**src/rtc_fc_pkg.sv**
```systemverilog
// rtc_fc_pkg: constants and types for the rtc function-control block.
// assumes a 32.768 kHz oscillator level sampled on a fast system clock.
package rtc_fc_pkg;
  localparam logic [7:0] FUNC_CTRL_ADDR = 8'h28;
  localparam logic [7:0] FUNC_CTRL_RESET = 8'h00;
  localparam int HUND_EN_BIT = 7;
  localparam int PI_LSB = 5;
  localparam int MODE_BIT = 4;
  localparam int HALT_SRC_BIT = 3;
  localparam int COF_LSB = 0;
  localparam logic [1:0] PI_NONE = 2'h0;
  localparam logic [1:0] PI_SEC = 2'h1;
  localparam logic [1:0] PI_MIN = 2'h2;
  localparam logic [1:0] PI_HOUR = 2'h3;
  localparam logic [2:0] COF_OSC = 3'h0;
  localparam logic [2:0] COF_1HZ = 3'h6;
  localparam logic [2:0] COF_STATIC = 3'h7;
  localparam logic [1:0] STAMP_OFF = 2'h0;
  localparam logic [1:0] STAMP_IRQ_B = 2'h1;
  localparam logic [1:0] STAMP_CLK = 2'h2;
  localparam logic [1:0] STAMP_INPUT = 2'h3;
  localparam logic [1:0] IRQ_A_CLK = 2'h0;
  localparam logic [1:0] IRQ_A_BATT = 2'h1;
  localparam logic [1:0] IRQ_A_INT = 2'h2;
  localparam logic [1:0] IRQ_A_HIZ = 2'h3;
  // oscillator divider: 15 bits give 1 Hz at the top bit
  localparam int DIV_W = 15;
  localparam logic [14:0] DIV_LAST = 15'h7FFF;
  // 256 Hz comes every 128 oscillator edges
  localparam logic [6:0] T256_LAST = 7'h7F;
  localparam logic [1:0] HUND_DIV_LONG = 2'h3;
  localparam logic [1:0] HUND_DIV_SHORT = 2'h2;
  localparam logic [4:0] HUND_LONG_CNT = 5'h0E;
  localparam logic [4:0] HUND_CYCLE_LAST = 5'h18;
  localparam logic [5:0] SIXTY_LAST = 6'h3B;
  typedef struct packed {
    logic hundredths_enable;
    logic [1:0] periodic_interrupt_select;
    logic counting_mode_select;
    logic halt_source_select;
    logic [2:0] clock_out_freq_select;
  } func_ctrl_s;
endpackage

```
**src/rtc_function_control.sv**
```systemverilog
// rtc_function_control: function register, 100 Hz tick, periodic interrupt,
// halt control, clock-output divider and pin muxing.
// assumes osc_in is the 32.768 kHz level, synchronous to clk_in; write port
// comes from the serial bus logic; pin-control bits come from the pin register.
// How it works
// battery indication mode: irq-a floats on main supply, pulls low on battery.
// hundredths enable selects one-second or hundredth-second counting resolution.
// 100 Hz tick from 256 Hz: divide by 3 fourteen times, then 2 eleven.
// periodic select: none, per second, per minute, per hour.
// periodic timers held reset while disabled; first pulse within last second.
// periodic timers keep running while time counting is halted.
// each periodic trigger sets the flag; pulses continue regardless of flag.
// periodic period independent of offset calibration.
// counting mode selects calendar counting or stop-watch up to 999999 hours.
// halt source selects halt bit only, or halt bit or stamp pin.
// host configures stamp pin as input before setting its polarity.
// pin halting: halt bit wins, else pin active level halts counting.
// clock select: 32768 Hz halving through 1024 Hz, then 1 Hz.
// code 111: clock and stamp pins static low, irq-a floats.
// clock invert applies to every code except 111.
// clock pin push-pull, enabled after reset; disable bit forces it low.
// same selected clock can go to stamp pin and irq-a pin.
// all divided clocks have 50:50 duty; 32768 Hz follows the oscillator.
// irq-a mode: clock, battery indication, interrupt, high impedance.
// clock outputs come from a binary divider stepped by oscillator edges; code 0 drives osc_in straight out, not a divider bit.
`timescale 1ns/1ps
module rtc_function_control (
  input wire logic clk_in,
  input wire logic resetn_in,
  input wire logic osc_in,
  input wire logic reg_wr_in,
  input wire logic [7:0] reg_addr_in,
  input wire logic [7:0] reg_wdata_in,
  input wire logic halt_bit_in,
  input wire logic stamp_pin_polarity_in,
  input wire logic [1:0] stamp_pin_mode_in,
  input wire logic [1:0] irq_a_pin_mode_in,
  input wire logic clock_pin_disable_in,
  input wire logic clock_out_invert_in,
  input wire logic battery_supply_in,
  input wire logic irq_a_data_n_in,
  input wire logic irq_b_data_n_in,
  input wire logic periodic_flag_clear_in,
  input wire logic stamp_pin_in,
  output logic [7:0] reg_rdata_out,
  output logic hundredths_enable_out,
  output logic counting_mode_out,
  output logic hundredths_tick_out,
  output logic second_tick_out,
  output logic count_halt_out,
  output logic periodic_pulse_out,
  output logic periodic_flag_out,
  output logic clk_pin_out,
  output logic stamp_pin_out,
  output logic stamp_pin_oe_out,
  output logic irq_a_pin_out,
  output logic irq_a_pin_oe_out
);
  rtc_fc_pkg::func_ctrl_s fc_r;
  logic [7:0] rdata_r;
  logic osc_r;
  logic [14:0] div_r;
  logic [6:0] t256_r;
  logic [1:0] hdiv_r;
  logic [4:0] hphase_r;
  logic [5:0] sec_cnt_r;
  logic [5:0] min_cnt_r;
  logic hund_tick_r, sec_tick_r, halt_r, pulse_r, flag_r;
  logic clk_pin_r, stamp_r, stamp_oe_r, irq_a_oe_r, irq_a_r;
  logic hund_en_r, mode_r;

  wire fc_wr = reg_wr_in && (reg_addr_in == rtc_fc_pkg::FUNC_CTRL_ADDR);
  wire osc_edge = osc_in && !osc_r;
  wire t256 = osc_edge && (t256_r == rtc_fc_pkg::T256_LAST);
  wire sec_wrap = osc_edge && (div_r == rtc_fc_pkg::DIV_LAST);
  wire [1:0] pi_sel = fc_r.periodic_interrupt_select;
  wire [2:0] cof = fc_r.clock_out_freq_select;
  wire cof_static = (cof == rtc_fc_pkg::COF_STATIC);

  // 100 Hz: 14 x 3 + 11 x 2 = 64 ticks of 256 Hz per 25 hundredths
  wire [1:0] hlimit = (hphase_r < rtc_fc_pkg::HUND_LONG_CNT) ?
                      rtc_fc_pkg::HUND_DIV_LONG : rtc_fc_pkg::HUND_DIV_SHORT;
  wire hund_nxt = t256 && (hdiv_r == hlimit - 2'h1);
  wire [1:0] hdiv_nxt = hund_nxt ? 2'h0 : (t256 ? hdiv_r + 2'h1 : hdiv_r);
  wire [4:0] hphase_nxt = !hund_nxt ? hphase_r :
                          (hphase_r == rtc_fc_pkg::HUND_CYCLE_LAST) ? 5'h00 : hphase_r + 5'h01;

  // periodic timers run off the raw divider, never off halt or calibration
  wire pi_on = (pi_sel != rtc_fc_pkg::PI_NONE);
  wire sec_last = (sec_cnt_r == rtc_fc_pkg::SIXTY_LAST);
  wire min_last = (min_cnt_r == rtc_fc_pkg::SIXTY_LAST);
  wire min_wrap = sec_wrap && sec_last;
  wire hour_wrap = min_wrap && min_last;
  wire [5:0] sec_cnt_nxt = !pi_on ? 6'h00 : !sec_wrap ? sec_cnt_r :
                           sec_last ? 6'h00 : sec_cnt_r + 6'h01;
  wire [5:0] min_cnt_nxt = !pi_on ? 6'h00 : !min_wrap ? min_cnt_r :
                           min_last ? 6'h00 : min_cnt_r + 6'h01;
  wire pulse_nxt = (pi_sel == rtc_fc_pkg::PI_SEC) ? sec_wrap :
                   (pi_sel == rtc_fc_pkg::PI_MIN) ? min_wrap :
                   (pi_sel == rtc_fc_pkg::PI_HOUR) ? hour_wrap : 1'b0;
  // set wins over a clear in the same cycle; flag never gates the pulse
  wire flag_nxt = pulse_nxt || (flag_r && !periodic_flag_clear_in);

  // pin halt only counts once the stamp pin is an input
  wire pin_active = (stamp_pin_mode_in == rtc_fc_pkg::STAMP_INPUT) &&
                    (stamp_pin_in != stamp_pin_polarity_in);
  wire halt_nxt = halt_bit_in || (fc_r.halt_source_select && pin_active);

  // divided clocks are counter bits, so their duty is exact
  wire sel_clk = (cof == rtc_fc_pkg::COF_OSC) ? osc_in :
                 (cof == rtc_fc_pkg::COF_1HZ) ? div_r[rtc_fc_pkg::DIV_W - 1] :
                 cof_static ? 1'b0 : div_r[cof - 3'h1];
  wire clk_sig = cof_static ? 1'b0 : (sel_clk ^ clock_out_invert_in);
  wire clk_pin_nxt = !clock_pin_disable_in && clk_sig;

  wire stamp_drive = !battery_supply_in &&
                     ((stamp_pin_mode_in == rtc_fc_pkg::STAMP_IRQ_B) ||
                      (stamp_pin_mode_in == rtc_fc_pkg::STAMP_CLK));
  wire stamp_nxt = (stamp_pin_mode_in == rtc_fc_pkg::STAMP_CLK) ? clk_sig : irq_b_data_n_in;
  // irq-a is open drain: enable high means pulling low
  wire irq_a_clk_oe = !battery_supply_in && !cof_static && !clk_sig;
  wire irq_a_oe_nxt = (irq_a_pin_mode_in == rtc_fc_pkg::IRQ_A_CLK) ? irq_a_clk_oe :
                      (irq_a_pin_mode_in == rtc_fc_pkg::IRQ_A_BATT) ? battery_supply_in :
                      (irq_a_pin_mode_in == rtc_fc_pkg::IRQ_A_INT) ? !irq_a_data_n_in :
                      1'b0;

  wire [7:0] rdata_nxt = (reg_addr_in == rtc_fc_pkg::FUNC_CTRL_ADDR) ? fc_r : 8'h00;

  always_ff @(posedge clk_in or negedge resetn_in) begin
    if (!resetn_in) begin
      fc_r <= rtc_fc_pkg::FUNC_CTRL_RESET;
      rdata_r <= 8'h00;
    end else begin
      if (fc_wr) begin
        fc_r <= reg_wdata_in;
      end
      rdata_r <= rdata_nxt;
    end
  end

  always_ff @(posedge clk_in or negedge resetn_in) begin
    if (!resetn_in) begin
      osc_r <= 1'b0;
      div_r <= 15'h0000;
      t256_r <= 7'h00;
      hdiv_r <= 2'h0;
      hphase_r <= 5'h00;
      hund_tick_r <= 1'b0;
      sec_tick_r <= 1'b0;
    end else begin
      osc_r <= osc_in;
      if (osc_edge) begin
        div_r <= div_r + 15'h0001;
        t256_r <= t256_r + 7'h01;
      end
      hdiv_r <= hdiv_nxt;
      hphase_r <= hphase_nxt;
      hund_tick_r <= hund_nxt && fc_r.hundredths_enable;
      sec_tick_r <= sec_wrap;
    end
  end

  always_ff @(posedge clk_in or negedge resetn_in) begin
    if (!resetn_in) begin
      sec_cnt_r <= 6'h00;
      min_cnt_r <= 6'h00;
      pulse_r <= 1'b0;
      flag_r <= 1'b0;
      halt_r <= 1'b0;
    end else begin
      sec_cnt_r <= sec_cnt_nxt;
      min_cnt_r <= min_cnt_nxt;
      pulse_r <= pulse_nxt;
      flag_r <= flag_nxt;
      halt_r <= halt_nxt;
    end
  end

  always_ff @(posedge clk_in or negedge resetn_in) begin
    if (!resetn_in) begin
      clk_pin_r <= 1'b0;
      stamp_r <= 1'b0;
      stamp_oe_r <= 1'b0;
      irq_a_oe_r <= 1'b0;
      irq_a_r <= 1'b0;
      hund_en_r <= 1'b0;
      mode_r <= 1'b0;
    end else begin
      clk_pin_r <= clk_pin_nxt;
      stamp_r <= stamp_nxt;
      stamp_oe_r <= stamp_drive;
      irq_a_oe_r <= irq_a_oe_nxt;
      irq_a_r <= 1'b0;
      hund_en_r <= fc_r.hundredths_enable;
      mode_r <= fc_r.counting_mode_select;
    end
  end

  // the calendar or stop-watch counters read mode_r and extend hours in mode 1
  assign reg_rdata_out = rdata_r;
  assign hundredths_enable_out = hund_en_r;
  assign counting_mode_out = mode_r;
  assign hundredths_tick_out = hund_tick_r;
  assign second_tick_out = sec_tick_r;
  assign count_halt_out = halt_r;
  assign periodic_pulse_out = pulse_r;
  assign periodic_flag_out = flag_r;
  assign clk_pin_out = clk_pin_r;
  assign stamp_pin_out = stamp_r;
  assign stamp_pin_oe_out = stamp_oe_r;
  assign irq_a_pin_out = irq_a_r;
  assign irq_a_pin_oe_out = irq_a_oe_r;

  // helper: 256 Hz ticks seen since the last 100 Hz tick
  logic [2:0] gap_r;
  logic gap_valid_r;
  always_ff @(posedge clk_in or negedge resetn_in) begin
    if (!resetn_in) begin
      gap_r <= 3'h0;
      gap_valid_r <= 1'b0;
    end else if (hund_nxt) begin
      gap_r <= 3'h0;
      gap_valid_r <= 1'b1;
    end else if (t256) begin
      gap_r <= gap_r + 3'h1;
    end
  end

  // helper: second wraps since the periodic timers left reset, saturating
  // so that the first pulse after enable can be told from later ones
  logic [6:0] wraps_r;
  always_ff @(posedge clk_in or negedge resetn_in) begin
    if (!resetn_in) begin
      wraps_r <= 7'h00;
    end else if (!pi_on) begin
      wraps_r <= 7'h00;
    end else if (sec_wrap && wraps_r != 7'h7F) begin
      wraps_r <= wraps_r + 7'h01;
    end
  end
endmodule

```
**config.mk**
```make
export PLATFORM = sky130hd
export DESIGN_NAME = rtc_function_control
export DESIGN_NICKNAME = d
export VERILOG_FILES = /design/src/rtc_fc_pkg.sv /design/src/rtc_function_control.sv
export SDC_FILE = /design/constraint.sdc
export NUM_CORES = 1
export LEC_CHECK = 0
export BUFFER_PORTS_ARGS = -buffer_cell sky130_fd_sc_hd__buf_4
export CORE_ASPECT_RATIO = 0.9
export CORE_UTILIZATION = 40
export DETAILED_ROUTE_END_ITERATION = 10
export HOLD_SLACK_MARGIN = 0.03
export PLACE_DENSITY_LB_ADDON = 0.2
export SETUP_SLACK_MARGIN = 0.3
export SLEW_MARGIN = 20
export SYNTH_ARGS = -nofsm -noshare
export SYNTH_HDL_FRONTEND = slang
export SYNTH_SLANG_ARGS = --single-unit
```
**constraint.sdc**
```tcl
create_clock -name clk_in -period 4 [get_ports clk_in]
set_input_delay 0.6 -clock clk_in [delete_from_list [all_inputs] [get_ports clk_in]]
set_output_delay 0.6 -clock clk_in [all_outputs]
set_load 0.005 [all_outputs]
```
==> reports/summary.md <==
### Outcome
- **status** completed

### CTS
- **Worst-path clk slew** 0.06 ns
- **CTS Buf Count** 9
- **post-cts hold buffer count** 0
- **post-CTS setup buffer count** 0
- **later-pin clock latency in the skew report** 0.34 ns
- **clock tree from TritonCTS** done
- **number of H-tree branching levels** 3
- **clk root buf** clkbuf_8
- **Clock Path Buffers** 2
- **post_cts resized** 0
- **TritonCTS sink count** 69

### Critical path
- **Critical Path Sink Type** register
- **required time worst endpoint** 4.21 ns
- **chain of cells forming the critical path** inv_1, ha_1, xnor2_2, mux4_2, nand2b_1, a31oi_1, xor2_1, o22ai_1
- **cell type group with the largest total delay on the critical path** multiplexers
- **max incr delay on CP** 0.52 ns
- **element type at the critical path start** register
- **data arrival time of the critical path** 2.65 ns
- **worst setup path startpoint** cof[0]$_DFFE_PN0P_
- **count of buffer and inverter cells on the critical path** 1
- **category of the critical setup timing path** reg2reg
- **worst-path cell with the longest stage delay** mux4_2
- **Critical R2R Launch** cof[0]$_DFFE_PN0P_
- **peak fanout along the critical path** 6

### Floorplan
- **standard cell core area** 0.007732 mm²
- **Die Span X** 97.15 µm
- **number of standard-cell rows in the floorplan** 30
- **initial core utilization** 0.4215
- **Top-Level Pins** 53
- **Die Height** 87.64 µm
- **die area** 0.008514 mm²

### Power
- **leakage power** 1.858 nW
- **Overall Power** 1.540 mW
- **relative contribution of the clock network to total power** 0.338
- **share of total power in combinational logic** 0.118
- **Net Switching** 0.3922 mW
- **Reg power frac** 0.543
- **worst-case vdd ir drop** 169.0 µV
- **net switching share of the total power** 0.2547
- **power per unit of standard cell area** 395.3 mW/mm²
- **Int Pwr** 1.148 mW

### Route
- **drt drc** 0
- **routed length per placed instance** 13.01 µm
- **number of vias per cell after detailed routing** 5.033
- **length of the first detailed-routing pass in iterations** 4
- **wirelength, routed** 5.920 mm
- **via total after detailed routing** 2,290
- **post-route antenna net violation count** 0
- **DR iter-0 viols** 75

### GRT
- **total grt overflow** 0
- **largest net degree at the start of global routing** 70
- **antenna violations before repair** 0
- **via count of the first global-routing pass** 2,269
- **wire length of the first global-routing pass** 10.34 mm
- **Overall Global Routing Usage** 0.1562

### Synth
- **number of different library cells in the post-synthesis netlist** 49
- **most instantiated flip-flop cell in the synthesis netlist** dfrtp_1
- **number of flops mapped to enable cells by yosys** 0
- **nets in the synthesized netlist** 346
- **fraction of registers with async set or reset after synthesis** 1.000
- **area of the mapped netlist** 0.003259 mm²
- **average size of a mapped cell** 10.83 µm²
- **number of storage elements in the synthesis netlist** 69
- **number of warnings issued by yosys** 0
- **fraction of the yosys area taken by sequential cells** 0.5298
- **number of standard cells after synthesis** 301

### Placed design
- **pre-CTS setup slack** 1.516 ns
- **detailed placer's ending HPWL** 4.264 mm
- **placed standard-cell area** 0.003715 mm²
- **routability congestion estimate** 0.7920
- **count of input and output buffers** 51

### STA
- **Worst Clk Skew** 0.007962 ns
- **worst-margin pin slew** 0.8422 ns
- **shortest period the worst path allows** 2.442 ns
- **worst hold slack across all endpoints** 0.3704 ns
- **period utilisation layout** 0.6105
- **Max Slew Vio Count** 0
- **Final WS setup** 1.558 ns
- **maximum clock frequency** 0.4095 GHz
- **final setup violating endpoints** 0
- **Setup TNS Final** 0 ns
- **Slew headroom** 0.4385
- **unrepaired setup endpoints after global routing** no
- **Final Hold Fails** 0

### Run
- **number of violations of the max-capacitance limit** 0

### Final layout
- **Area growth, synth to finish** 19.50%
- **post-route cell area** 0.003895 mm²
- **Post-layout nets** 400
- **most common cell after layout, fill and taps aside** dfrtp_1
- **diodes inserted** 0
- **highest-count cells in the layout ignoring fill and taps** dfrtp_1, buf_4, nand2_1
- **share of post-route cells with drive strength above 1** 0.2312

### Worst hold path
- **HP Class** in2async

==> final timing paths <==
| check | to | slack, ns | cells after the start |
|---|---|---|---|
| worst max-delay path | stamp_pin_out$_DFF_PN0_ | 1.56 | 8 |
| worst min-delay path | t256_r[3]$_DFFE_PN0P_ | 0.37 | 1 |
| worst max register to register | stamp_pin_out$_DFF_PN0_ | 1.56 | 8 |
| worst min register to register | hundredths_enable_out$_DFF_PN0_ | 0.41 | 0 |
| max in group asynchronous | fc_r[7]$_DFFE_PN0P_ | 3.08 | 1 |
| min in group clk_in | osc_r$_DFF_PN0_ | 0.40 | 1 |
==> flip-flops by register name, indices dropped and copies added, names as in the netlist, 2 cells and up <==
name and flops:
min_cnt_r 6, sec_cnt_r 6, pi_sel 2, t256_r 7, fc_r 3, div_r 15, cof 3, hphase_r 5
hdiv_r 2, reg_rdata_out 8
==> cells in the mapped netlist, drive strengths merged (3+ instances only) <==
cell	instances	area share
nand3b	6	0.014
a31oi	3	0.0058
mux2	11	0.038
nand3	14	0.021
ha	12	0.046
nor2b	4	0.0077
xnor2	11	0.032
nor2	19	0.022
nand2	30	0.035
clkbuf	3	0.0035
or3	4	0.0077
and2	12	0.023
nor3	6	0.0092
mux2i	4	0.012
nand4	5	0.014
inv	12	0.014
nand2b	3	0.0058
xor2	12	0.032
o21ai	16	0.025
buf	5	0.011
a21oi	10	0.015
dfrtp	69	0.53
==> power groups by stage <==
stage / Sequential [mW] / Combinational [mW] / Clock (mW)
floorplan: 0.831 / 0.121 / 0
global placement: 0.847 / 0.181 / 0
detailed placement: 0.851 / 0.186 / 0
CTS: 0.837 / 0.188 / 0.545
global route: 0.850 / 0.209 / 0.574
finish: 0.837 / 0.182 / 0.521
==> cell families (layout without fill, tap and decap cells) <==
kind of cell | after synthesis | count (layout) | share of synthesized area
flops | 69 | 69 | 0.5298
xor+xnor | 23 | 23 | 0.06411
mux | 16 | 16 | 0.05720
fa+ha+maj | 12 | 12 | 0.04606
simple gates | 116 | 116 | 0.1904
buf+inv | 20 | 78 | 0.02840
compound gates | 44 | 44 | 0.08292
other cells | 1 | 1 | 0.001151
==> layout make-up <==
| type | count | area [µm²] |
|---|---|---|
| multi-input cells | 212 | 1440 |
| flip-flops and latches | 69 | 1727 |
| repair buffers | 51 | 382.9 |
| inverters | 12 | 45.04 |
| fillers | 731 | 3837 |
| clock buffers | 10 | 127.6 |
| well taps | 96 | 120.1 |
| clock inverters | 5 | 52.55 |
==> through the flow <==
| step | cells | utilization |
|---|---|---|
| after CTS | 455 | 0.5037 |
| after floorplan | 301 | - |
| after global placement | 440 | 0.4804 |
| after detailed placement | 440 | 0.4804 |
| after global routing | 455 | 0.5037 |
| final | 455 | 0.5037 |
==> metal layers <==
layer | GRT usage | routed length [µm]
met1 | 0.1932 | 2798
met2 | 0.2529 | 2738
met3 | 0.06385 | 334
met4 | 0.04885 | 48
met5 | 0 | 0
Note: power is estimated with default switching activity, not from simulation.
